===== src/shared/arad_pkg.sv =====
// constants, register map and shift arithmetic for the result averager
package arad_pkg;

  // ****************************************
  // widths
  // ****************************************
  localparam int SMP_W = 12;
  localparam int RES_W = 16;
  localparam int ACC_W = 22;
  localparam int CNT_W = 11;
  localparam int IRQ_W = 2;

  // ****************************************
  // register byte offsets
  // ****************************************
  localparam logic [7:0] ADDR_CONTROL   = 8'h00;
  localparam logic [7:0] ADDR_AVG_CTRL  = 8'h04;
  localparam logic [7:0] ADDR_RESULT    = 8'h08;
  localparam logic [7:0] ADDR_IRQ_STAT  = 8'h0C;
  localparam logic [7:0] ADDR_IRQ_CLEAR = 8'h10;
  localparam logic [7:0] ADDR_IRQ_EN    = 8'h14;
  localparam logic [7:0] ADDR_FILL      = 8'h18;

  // ****************************************
  // field positions and reset values
  // ****************************************
  localparam int CTL_ENABLE_BIT = 0;
  localparam int CTL_RES_LSB    = 1;
  localparam int AVG_SNUM_LSB   = 0;
  localparam int AVG_ADJ_LSB    = 4;
  localparam int IRQ_READY      = 0;
  localparam int IRQ_OVERRUN    = 1;
  localparam logic       CTL_ENABLE_RST = 1'h0;
  localparam logic [1:0] CTL_RES_RST    = 2'h0;
  localparam logic [3:0] AVG_SNUM_RST   = 4'h0;
  localparam logic [2:0] AVG_ADJ_RST    = 3'h0;

  // ****************************************
  // sample count codes and bus answers
  // ****************************************
  localparam logic [3:0] SNUM_NOAUTO = 4'h4;
  localparam logic [3:0] SNUM_MAX    = 4'hA;
  localparam logic [1:0] AXI_OKAY    = 2'h0;
  localparam logic [1:0] AXI_SLVERR  = 2'h2;

  function automatic logic [CNT_W-1:0] group_size(input logic [3:0] snum);
    if (snum <= SNUM_MAX) begin
      group_size = 11'h001 << snum;
    end else begin
      group_size = 11'h001;
    end
  endfunction

  function automatic logic [2:0] auto_shift(input logic [3:0] snum);
    if (snum > SNUM_NOAUTO && snum <= SNUM_MAX) begin
      auto_shift = 3'(snum - SNUM_NOAUTO);
    end else begin
      auto_shift = 3'h0;
    end
  endfunction

  function automatic logic [3:0] total_shift(input logic [3:0] snum, input logic [2:0] adj);
    if (snum > SNUM_MAX) begin
      total_shift = 4'h0;
    end else begin
      total_shift = {1'b0, auto_shift(snum)} + {1'b0, adj};
    end
  endfunction

endpackage


===== src/arad_accum.sv =====
// sums a power-of-two group of conversion samples
`timescale 1ns/1ps
module arad_accum
  import arad_pkg::*;
(
  // clock and reset
  input  wire logic             clk,
  input  wire logic             reset,
  // control
  input  wire logic             restart,
  input  wire logic [3:0]       sample_count_select,
  // samples
  input  wire logic             sample_valid,
  input  wire logic [SMP_W-1:0] sample_data,
  // group output
  output logic                  group_done,
  output logic [ACC_W-1:0]      group_sum,
  output logic [CNT_W-1:0]      fill_count
);

  typedef struct packed {
    logic [ACC_W-1:0] acc;
    logic [CNT_W-1:0] cnt;
    logic             done;
    logic [ACC_W-1:0] sum;
  } arad_acc_t;

  arad_acc_t st_r;
  arad_acc_t st_nxt;

  always_comb begin
    logic [ACC_W-1:0] acc_add;
    acc_add = st_r.acc + {{(ACC_W-SMP_W){1'b0}}, sample_data};
    st_nxt = st_r;
    st_nxt.done = 1'b0;
    if (restart) begin
      st_nxt.acc = '0;
      st_nxt.cnt = '0;
    end else if (sample_valid) begin
      if (st_r.cnt + 11'h001 == group_size(sample_count_select)) begin // see RULE1
        st_nxt.sum  = acc_add;
        st_nxt.done = 1'b1; // see RULE4
        st_nxt.acc  = '0;
        st_nxt.cnt  = '0;
      end else begin
        st_nxt.acc = acc_add;
        st_nxt.cnt = st_r.cnt + 11'h001;
      end
    end
  end

  always_ff @(posedge clk) begin
    if (reset) begin
      st_r <= '0;
    end else begin
      st_r <= st_nxt;
    end
  end

  assign group_done = st_r.done;
  assign group_sum  = st_r.sum;
  assign fill_count = st_r.cnt;

endmodule


===== src/arad_irq.sv =====
// sticky event flags, enable mask and the interrupt line
`timescale 1ns/1ps
module arad_irq
  import arad_pkg::*;
(
  // clock and reset
  input  wire logic             clk,
  input  wire logic             reset,
  // events
  input  wire logic [IRQ_W-1:0] event_set,
  // software access
  input  wire logic             clear_wr,
  input  wire logic             enable_wr,
  input  wire logic [IRQ_W-1:0] wr_bits,
  // status
  output logic [IRQ_W-1:0]      status,
  output logic [IRQ_W-1:0]      enable,
  output logic                  irq
);

  typedef struct packed {
    logic [IRQ_W-1:0] status;
    logic [IRQ_W-1:0] enable;
  } arad_irq_t;

  arad_irq_t st_r;
  arad_irq_t st_nxt;

  always_comb begin
    st_nxt = st_r;
    // set beats a clear landing in the same cycle
    if (clear_wr) begin
      st_nxt.status = st_r.status & ~wr_bits;
    end
    st_nxt.status = st_nxt.status | event_set; // see RULE5
    if (enable_wr) begin
      st_nxt.enable = wr_bits;
    end
  end

  always_ff @(posedge clk) begin
    if (reset) begin
      st_r <= '0;
    end else begin
      st_r <= st_nxt;
    end
  end

  assign status = st_r.status;
  assign enable = st_r.enable;
  assign irq    = |(st_r.status & st_r.enable);

endmodule


===== src/arad_top.sv =====
// result averager and decimator with its AXI4-Lite register slave
//
// Notes on behaviour
// RULE1: group of 1,2,4..1024 samples selected by sample count codes 0x0 to 0xA.
// RULE2: averaging divides the sum by count via auto shift plus adjust shift.
// RULE3: software sets resolution select to one before multi-sample work.
// RULE4: one output per completed group, rate reduced by the group size.
// RULE5: result ready flag rises only when a whole group is done and shifted.
// RULE6: group completion overwrites the result register with the new value.
// RULE7: 4^n samples shifted right by n give n extra bits, up to 16.
// RULE8: software uses code pairs 2/1, 4/2, 6/1, 8/0 for 13 to 16 bits.
// RULE9: total right shift equals automatic shift plus adjust field, auto 0..6.
// RULE10: groups above 16 samples auto shift 1 at 32 up to 6 at 1024.
// RULE11: codes 0xB to 0xF act as a single sample with no shifting.
//
// The implementer's own choices: the AXI4-Lite slave port and the register offsets.
`timescale 1ns/1ps
module arad_top
  import arad_pkg::*;
(
  // clock and reset
  input  wire logic             clk,
  input  wire logic             reset,
  // samples from the conversion core
  input  wire logic             sample_valid,
  input  wire logic [SMP_W-1:0] sample_data,
  // finished result
  output logic                  result_strobe,
  output logic [RES_W-1:0]      result_data,
  output logic                  irq,
  // axi4-lite write address
  input  wire logic             s_axi_awvalid,
  output logic                  s_axi_awready,
  input  wire logic [7:0]       s_axi_awaddr,
  // axi4-lite write data
  input  wire logic             s_axi_wvalid,
  output logic                  s_axi_wready,
  input  wire logic [31:0]      s_axi_wdata,
  input  wire logic [3:0]       s_axi_wstrb,
  // axi4-lite write response
  output logic                  s_axi_bvalid,
  input  wire logic             s_axi_bready,
  output logic [1:0]            s_axi_bresp,
  // axi4-lite read address
  input  wire logic             s_axi_arvalid,
  output logic                  s_axi_arready,
  input  wire logic [7:0]       s_axi_araddr,
  // axi4-lite read data
  output logic                  s_axi_rvalid,
  input  wire logic             s_axi_rready,
  output logic [31:0]           s_axi_rdata,
  output logic [1:0]            s_axi_rresp
);

  // ****************************************
  // state
  // ****************************************
  typedef struct packed {
    logic             aw_have;
    logic [7:0]       aw_addr;
    logic             w_have;
    logic [31:0]      w_data;
    logic             w_lane0;
    logic             bvalid;
    logic [1:0]       bresp;
    logic             rvalid;
    logic [31:0]      rdata;
    logic [1:0]       rresp;
    logic             enable;
    logic [1:0]       res_sel;
    logic [3:0]       snum;
    logic [2:0]       adj;
    logic [RES_W-1:0] result;
    logic             res_strobe;
    logic [CNT_W-1:0] seen;
  } arad_state_t;

  arad_state_t st_r;
  arad_state_t st_nxt;

  logic             smp_take;
  logic             restart;
  logic             commit;
  logic             acc_done;
  logic [ACC_W-1:0] acc_sum;
  logic [CNT_W-1:0] fill_count;
  logic [RES_W-1:0] shifted;
  logic [IRQ_W-1:0] irq_status;
  logic [IRQ_W-1:0] irq_enable;
  logic [IRQ_W-1:0] irq_events;
  logic             clear_wr;
  logic             enable_wr;

  // ****************************************
  // sample path
  // ****************************************
  // samples arriving while disabled are dropped, not queued
  assign smp_take = sample_valid & st_r.enable;
  assign commit   = st_r.aw_have & st_r.w_have & ~st_r.bvalid;
  // a new group setting throws away the partial sum of the old one
  assign restart  = (commit & st_r.w_lane0
                     & (st_r.aw_addr == ADDR_AVG_CTRL || st_r.aw_addr == ADDR_CONTROL))
                    | ~st_r.enable;

  arad_accum u_accum (
    .clk                 (clk),
    .reset               (reset),
    .restart             (restart),
    .sample_count_select (st_r.snum),
    .sample_valid        (smp_take),
    .sample_data         (sample_data),
    .group_done          (acc_done),
    .group_sum           (acc_sum),
    .fill_count          (fill_count)
  );

  // the auto shift keeps the result within 16 bits even with the adjust code at zero
  assign shifted = RES_W'(acc_sum >> total_shift(st_r.snum, st_r.adj)); // see RULE2 see RULE9

  // ****************************************
  // interrupt flags
  // ****************************************
  always_comb begin
    irq_events = '0;
    irq_events[IRQ_READY]   = acc_done; // see RULE5
    irq_events[IRQ_OVERRUN] = acc_done & irq_status[IRQ_READY];
  end

  assign clear_wr  = commit & st_r.w_lane0 & (st_r.aw_addr == ADDR_IRQ_CLEAR);
  assign enable_wr = commit & st_r.w_lane0 & (st_r.aw_addr == ADDR_IRQ_EN);

  arad_irq u_irq (
    .clk       (clk),
    .reset     (reset),
    .event_set (irq_events),
    .clear_wr  (clear_wr),
    .enable_wr (enable_wr),
    .wr_bits   (st_r.w_data[IRQ_W-1:0]),
    .status    (irq_status),
    .enable    (irq_enable),
    .irq       (irq)
  );

  // ****************************************
  // next state
  // ****************************************
  always_comb begin
    st_nxt = st_r;
    st_nxt.res_strobe = 1'b0;
    if (acc_done) begin
      st_nxt.result     = shifted; // see RULE6 see RULE7 see RULE10 see RULE11
      st_nxt.res_strobe = 1'b1;
    end
    if (restart) begin
      st_nxt.seen = '0;
    end else if (smp_take) begin
      if (st_r.seen + 11'h001 == group_size(st_r.snum)) begin
        st_nxt.seen = '0;
      end else begin
        st_nxt.seen = st_r.seen + 11'h001;
      end
    end
    // write address and data are taken in either order
    if (s_axi_awvalid && s_axi_awready) begin
      st_nxt.aw_have = 1'b1;
      st_nxt.aw_addr = s_axi_awaddr;
    end
    if (s_axi_wvalid && s_axi_wready) begin
      st_nxt.w_have  = 1'b1;
      st_nxt.w_data  = s_axi_wdata;
      st_nxt.w_lane0 = s_axi_wstrb[0];
    end
    if (commit) begin
      st_nxt.aw_have = 1'b0;
      st_nxt.w_have  = 1'b0;
      st_nxt.bvalid  = 1'b1;
      st_nxt.bresp   = AXI_OKAY;
      case (st_r.aw_addr)
        ADDR_CONTROL: begin
          if (st_r.w_lane0) begin
            st_nxt.enable  = st_r.w_data[CTL_ENABLE_BIT];
            st_nxt.res_sel = st_r.w_data[CTL_RES_LSB +: 2];
          end
        end
        ADDR_AVG_CTRL: begin
          if (st_r.w_lane0) begin
            st_nxt.snum = st_r.w_data[AVG_SNUM_LSB +: 4]; // see RULE1
            st_nxt.adj  = st_r.w_data[AVG_ADJ_LSB +: 3];
          end
        end
        ADDR_IRQ_CLEAR, ADDR_IRQ_EN, ADDR_RESULT, ADDR_IRQ_STAT, ADDR_FILL: begin
          st_nxt.bresp = AXI_OKAY;
        end
        default: begin
          st_nxt.bresp = AXI_SLVERR;
        end
      endcase
    end
    if (st_r.bvalid && s_axi_bready) begin
      st_nxt.bvalid = 1'b0;
    end
    if (st_r.rvalid && s_axi_rready) begin
      st_nxt.rvalid = 1'b0;
    end
    if (s_axi_arvalid && s_axi_arready) begin
      st_nxt.rvalid = 1'b1;
      st_nxt.rdata  = '0;
      st_nxt.rresp  = AXI_OKAY;
      case (s_axi_araddr)
        ADDR_CONTROL: begin
          st_nxt.rdata[CTL_ENABLE_BIT]  = st_r.enable;
          st_nxt.rdata[CTL_RES_LSB +: 2] = st_r.res_sel;
        end
        ADDR_AVG_CTRL: begin
          st_nxt.rdata[AVG_SNUM_LSB +: 4] = st_r.snum;
          st_nxt.rdata[AVG_ADJ_LSB +: 3]  = st_r.adj;
        end
        ADDR_RESULT: begin
          st_nxt.rdata[RES_W-1:0] = st_r.result;
        end
        ADDR_IRQ_STAT: begin
          st_nxt.rdata[IRQ_W-1:0] = irq_status;
        end
        ADDR_IRQ_EN: begin
          st_nxt.rdata[IRQ_W-1:0] = irq_enable;
        end
        ADDR_FILL: begin
          st_nxt.rdata[CNT_W-1:0] = fill_count;
        end
        ADDR_IRQ_CLEAR: begin
          st_nxt.rdata = '0;
        end
        default: begin
          st_nxt.rresp = AXI_SLVERR;
        end
      endcase
    end
  end

  always_ff @(posedge clk) begin
    if (reset) begin
      st_r         <= '0;
      st_r.enable  <= CTL_ENABLE_RST;
      st_r.res_sel <= CTL_RES_RST;
      st_r.snum    <= AVG_SNUM_RST;
      st_r.adj     <= AVG_ADJ_RST;
    end else begin
      st_r <= st_nxt;
    end
  end

  // ****************************************
  // outputs
  // ****************************************
  assign s_axi_awready = ~st_r.aw_have & ~st_r.bvalid;
  assign s_axi_wready  = ~st_r.w_have & ~st_r.bvalid;
  assign s_axi_bvalid  = st_r.bvalid;
  assign s_axi_bresp   = st_r.bresp;
  assign s_axi_arready = ~st_r.rvalid;
  assign s_axi_rvalid  = st_r.rvalid;
  assign s_axi_rdata   = st_r.rdata;
  assign s_axi_rresp   = st_r.rresp;
  assign result_strobe = st_r.res_strobe;
  assign result_data   = st_r.result;

  // ****************************************
  // checks
  // ****************************************
  logic [RES_W-1:0] avg_ref;
  logic [RES_W-1:0] dec16_ref;
  logic [RES_W-1:0] max_ref;
  logic [CNT_W-1:0] gsize;

  assign avg_ref   = RES_W'(acc_sum >> st_r.snum);
  assign dec16_ref = acc_sum[19:4];
  assign max_ref   = acc_sum[21:6];
  assign gsize     = group_size(st_r.snum);
endmodule


===== config.mk =====
export PLATFORM = sky130hd
export DESIGN_NAME = arad_top
export DESIGN_NICKNAME = d
export VERILOG_FILES = /design/src/shared/arad_pkg.sv /design/src/arad_accum.sv /design/src/arad_irq.sv /design/src/arad_top.sv
export SDC_FILE = /design/constraint.sdc
export NUM_CORES = 1
export LEC_CHECK = 0
export BUFFER_PORTS_ARGS = -buffer_cell sky130_fd_sc_hd__buf_4
export CORE_ASPECT_RATIO = 1.5
export CORE_MARGIN = 3
export CORE_UTILIZATION = 60
export CTS_BUF_LIST = sky130_fd_sc_hd__clkbuf_8 sky130_fd_sc_hd__clkbuf_16
export CTS_CLUSTER_DIAMETER = 60
export DETAILED_ROUTE_END_ITERATION = 10
export HOLD_SLACK_MARGIN = 0.12
export PLACE_DENSITY = 0.81
export RECOVER_POWER = 50
export SYNTH_ARGS = -nofsm -noshare
export SYNTH_HDL_FRONTEND = slang
export SYNTH_SLANG_ARGS = --single-unit

===== constraint.sdc =====
create_clock -name clk -period 7.95 [get_ports clk]
set_input_delay 0.795 -clock clk [delete_from_list [all_inputs] [get_ports clk]]
set_output_delay 0.795 -clock clk [all_outputs]
set_load 0.01 [all_outputs]

Yosys cells after proc, flatten, opt, wreduce, memory -nomap -nowiden:

Cells that the tools add are included.

* add/subtract/negate cells: 4
* order comparisons: 3
* equal/unequal tests: 13
* shift operators: 2
* mux-type cells: 19
* bitwise operators: 22
* reduce and logical (&&, ||, !) cells: 20

Operators by type and width (count)
* == test 8 x 5 -> 1 bit, second input constant: 6
* two-way mux 35 bit: 1
* two-way mux 11 bit: 3
* two-way mux 33 bit: 1
* == test 8 x 4 -> 1 bit, second input constant: 4
* two-way mux 23 bit: 1
* adder 22 x 12 -> 22 bit: 1
* right shift 22 x 4 -> 16 bit: 1
* == test 8 x 3 -> 1 bit, second input constant: 2
* zero test 8 bit: 2
* OR reduction 7 bit: 2
* case mux 2 bit (6 select lines): 1
* case mux 4 bit (3 select lines): 1
* adder 11 x 1 -> 11 bit, second input constant: 1
* == test 11 bit: 1
* << shifter 1 x 4 -> 11 bit, first input constant: 1
* AND 1 bit: 10
* AND reduction 3 bit: 3
* case mux 4 bit (2 select lines): 1
* OR reduction 2 bit: 4
* inverter 1 bit: 7
* logical AND 1 bit: 6
* two-way mux 2 bit: 3
* two-way mux 3 bit: 2
* other kinds (16): 18

* register bits: 127
* bits of input ports: 72
* output and inout bits: 59
* word-level logic and storage cells: 105

Longest topological paths before layout:

* depth after elaboration: 8
* gate-level depth with buffers: 15
* depth with buffers taken out: 13

By module:

From an unflattened synthesis, not the netlist that was laid out.

* cell total of the unflattened synthesis: 1010
* area, all modules: 8314.2 um^2

Modules (own cells, without submodules)
* arad_top: instances 1, cells each 554, area each 4475.5 um^2, sequential area each 1301.2 um^2
* arad_accum: instances 1, cells each 441, area each 3689.8 um^2, sequential area each 1121.1 um^2
* arad_irq: instances 1, cells each 15, area each 148.9 um^2, sequential area each 80.1 um^2

Least setup slack after synthesis:

No wires, ideal clock.

* path kind: reg-to-reg
* start: register st_r[34] in the netlist's numbering
* end: register st_r, in the netlist result_data[6]
* library setup time: 0.122 ns
* data arrival time: 3.013 ns
* required time: 7.828 ns
* path slack: 4.814 ns
* cell stages (with the launch flop): 13
* path buffers: 2
* clock period less this slack: 3.136 ns
* path through: dfxtp_1 clkbuf_1 nand2b_1 nor2_1 nor2_1 nor2_1 ha_1 fa_1 o21ai_1 buf_2 mux4_2 mux2_2 a311o_1

* longest elaborated chain between the ends: 7
* elaborated cells between the ends (all ways): 9
* those cells by class: add/sub (1); order compare (3); shift (1); mux (3); reduce/logical (1)

Ends and longest elaborated chain
* from (decl): line arad_top.sv:78 `arad_state_t st_r;`
* from (signal assigned): line arad_top.sv:248 `st_r <= st_nxt;`
* > comparator 4 x 3 -> 1 bit / less-or-equal comparator 4 bit (equally long branches): line arad_pkg.sv:55 `if (snum > SNUM_NOAUTO && snum <= SNUM_MAX) begin`
* logical AND 1 bit: line arad_pkg.sv:55
* two-way mux 3 bit: line arad_pkg.sv:55
* two-way mux 3 bit: line arad_pkg.sv:63 `if (snum > SNUM_MAX) begin`
* adder 3 x 3 -> 4 bit: line arad_pkg.sv:66 `total_shift = {1'b0, auto_shift(snum)} + {1'b0, adj};`
* two-way mux 4 bit *: line arad_pkg.sv:63
* right shift 22 x 4 -> 16 bit *: line arad_top.sv:118 `assign shifted = RES_W'(acc_sum >> total_shift(st_r.snum, st_r.adj));`

Every way passes the cells marked *; elsewhere a longest branch is shown, timed or not. The select of a mux whose other input is x is not followed.
A chain may end at the register's enable or synchronous reset.

Worst setup path in the final report:

* start: input reset
* end: register u_accum.st_r[55] in the netlist's numbering

* longest elaborated chain between the ends: 1

Ends and longest elaborated chain
* from (decl): line arad_top.sv:23 `input wire logic reset,`
* OR reduction 2 bit (no source line)
* to (signal assigned): line arad_accum.sv:56 `st_r <= st_nxt;`
* to (decl): line arad_accum.sv:28 `arad_acc_t st_r;`

No other way between the ends.

==> metrics.md <==
| Metric | Value |
|---|---|
| Most frequent cells in the layout | dfxtp_1, nand2_1, a21oi_1 |
| Layout area overhead | 10.2% |
| Sequential-to-total area share from yosys stat | 32.4% |
| RSZ-0062 raised after global routing | no |
| Critical path arrival | just under 6 ns |
| Clock Root Buffer | clkbuf_16 |
| CTS clk-pin slew, worst paths | 0.06 ns |
| Share of cells above drive strength 1 | a little under an eighth |
| Antenna violations before repair | 0 |
| Worst skew pair latency | roughly 0.42 ns |
| DR WL/cell | approximately 17 um |
| CTS max path bufs | 2 |
| #FFs+latches synth | between 100 and 150 |
| Min Tclk post-route | about 5.6 ns |
| Critical Path Source Type | input pin |
| TritonCTS sink count | approximately 130 |
| Final setup fails | 0 |
| Hold Fails Final Rpt | 0 |
| Sw power | 0.351 mW |
| Tot GR Track Use | between 20% and 30% |
| Remaining Overflow, GRT | 0 |
| IO buf count | between 80 and 90 |
| Clock Power Share | between 50% and 60% |
| Kind of critical path | input pin to register |
| CP endpoint kind | register |
| EDFF count, synth | 0 |
| Pre-Repair DR Iteration Count | 6 |
| Number of fill cells in the layout | roughly 1100 |
| RD Place Congestion | between 0.9 and 1 |
| DIE HEIGHT | 145 um |
| Yosys cell types | 71 |
| Req. time, crit path | 8.23 ns |
| Final TNS setup | 0 ns |
| Pre-CTS setup slack | about 4.1 ns |
| Io pins | approximately 130 |
| Internal | 1.23 mW |
| Peak VDD IR | roughly 140 uV |
| Peak fanout along the critical path | between 80 and 90 |
| DIE AREA | 14300 um^2 |
| Max Clock Skew | 0.0146 ns |
| Vias per inst | slightly above 6 |
| Leak | between 3 and 4 nW |
| Total number of vias | just over 7000 |
| Final Non-Filler Cells | between 1000 and 1500 |
| Status | complete, but fails checks |
| TritonCTS Buffers | 17 |
| Power share of the combinational group | ~5.2% |
| Achievable Freq | approximately 0.18 GHz |
| Worst R2R Setup Slack | roughly 3.8 ns |
| Max-Slew Margin vs Limit | -138% |
| Placed Area | ~8000 um^2 |
| Leading cell type in the layout, fill and taps excluded | dfxtp_1 |
| Async SR Flop Fraction | 0% |
| Failing checks | max-capacitance violations, max-slew violations |
| Design area | around 8500 um^2 |
| Mapped cell area | between 7000 and 8000 um^2 |
| Fin crit share | 70.5% |
| Placed instance count | around 1100 |
| Antenna diodes | 0 |
| Reg power frac | a little over 40% |
| CTS hold repair buffers | 0 |
| DRC Markers | 0 |
| ANT nets after route | 0 |
| Starting Density | between 60% and 70% |
| Vias in the first global route | 6619 |
| H-tree depth | 4 |
| HP Class | register to register |
| CTS tree | done |
| Worst-Margin Slew | 3.57 ns |
| Post-DP HPWL | roughly 14 mm |
| Setup WS post-layout | between 2 and 2.5 ns |
| Postcts setup bufs | 0 |
| DIE WIDTH | ~99 um |
| First-pass GRT wire length | approximately 32 mm |
| Initial detailed-routing violation count | between 700 and 800 |
| Synth warn | 0 |
| Max-cap violations | 1 |
| Post-CTS resize count | 0 |
| Row count | 50 |
| Ys flop type | dfxtp_1 |
| Switching Share | 22.1% |
| Core area | 12500 um^2 |
| Layout Nets | 1062 |
| Largest net degree at the start of global routing | 84 |
| Syn Area/Cell | 8.04 um^2 |
| Slew Viols, Final | 84 |
| Pwr Total | about 1.6 mW |
| Synth Instances | 960 |
| PD cells | between 150 and 200 nW/um^2 |
| Routed WL | between 15 and 20 mm |
cells in the mapped netlist, types with 16 or more instances:
cell type	number	area (um^2)
dfxtp_1	125	2500
a21oi_1	87	435
nor2_1	58	218
a211oi_1	25	188
ha_1	16	200
nand3_1	59	295
a31oi_1	17	106
xnor2_1	16	140
o21ai_0	46	230
clkbuf_1	44	165
nand2_1	124	465
buf_4	53	398
mux2i_1	47	470
inv_1	21	78.8
kinds of logic (layout without fill, tap and decap cells):
| family | after synthesis | count (layout) | synth area share [%] |
|---|---|---|---|
| simple gates | 330 | 330 | 20.6 |
| flops | 125 | 125 | 32.4 |
| mux | 67 | 67 | 10.0 |
| fa+ha+maj | 18 | 18 | 3.11 |
| compound gates | 252 | 252 | 20.8 |
| xor+xnor | 28 | 28 | 3.18 |
| buf+inv | 139 | 147 | 9.76 |
| other cells | 1 | 18 | 0.0486 |
through the flow:
| stage | util, % | hold slack, ns |
|---|---|---|
| floorplan | - | 0.431 |
| global placement | 64.0 | 0.439 |
| CTS | 69.2 | 0.453 |
| global route | 68.0 | 0.475 |
| detailed placement | 64.0 | 0.447 |
| finish | 68.0 | 0.447 |
power groups by stage:
stage          logic (mW)  registers, mW  clock network (mW)
2_1_floorplan      0.0619          0.655                   0
3_3_place_gp       0.0846          0.658                   0
3_5_place_dp       0.0854          0.658                   0
4_1_cts            0.0859          0.644               0.865
5_1_grt            0.0924          0.645               0.893
6_report           0.0822          0.645               0.858
critical path, cell delays in order:
cell,delay (ns)
clkbuf_1,2.48
inv_1,1.02
o211ai_1,0.70
nor2_1,0.11
buf_4,0.24
nand2_1,0.32
o311ai_0,0.18
final cells by class:
type	count	area, um^2	area share, %
Clock buffer	18	439	5.16
Timing Repair Buffer	93	541	6.36
Clock inverter	14	215	2.53
Tap cell	156	195	2.30
Sequential cell	125	2500	29.4
Multi-Input combinational cell	713	4530	53.3
Inverter	22	82.6	0.971
final timing paths:
kind,depth (start not counted),from,endpoint
max,7,reset,u_accum.st_r[55]$_SDFFE_PP0P_
max reg2reg,9,u_accum.fill_count[0]$_SDFFE_PP0P_,u_accum.group_sum[1]$_SDFFE_PP0P_
min,2,s_axi_rdata[7]$_SDFFE_PP0P_,s_axi_rdata[7]$_SDFFE_PP0P_
min reg2reg,2,s_axi_rdata[7]$_SDFFE_PP0P_,s_axi_rdata[7]$_SDFFE_PP0P_
flip-flops by register name (all words and copies together), names as in the netlist:
name / count
u_accum.fill_count: 11
s_axi_rresp: 1
u_accum.group_done: 1
st_r: 28
u_accum.st_r: 22
u_accum.group_sum: 22
s_axi_bresp: 1
u_irq.status: 2
result_strobe: 1
s_axi_rdata: 16
u_irq.enable: 2
s_axi_rvalid: 1
result_data: 16
s_axi_bvalid: 1
metal layers:
layer | vias up | part of all wire (%) | global-route usage [%]
met5 | - | 0 | 0
met4 | 0 | 4.1 | 14.3
met3 | 59 | 5.7 | 5.32
met2 | 279 | 51 | 49.2
met1 | 3326 | 39 | 32.3
li1 | 3430 | - | -
(Power assumes the default switching activity.)
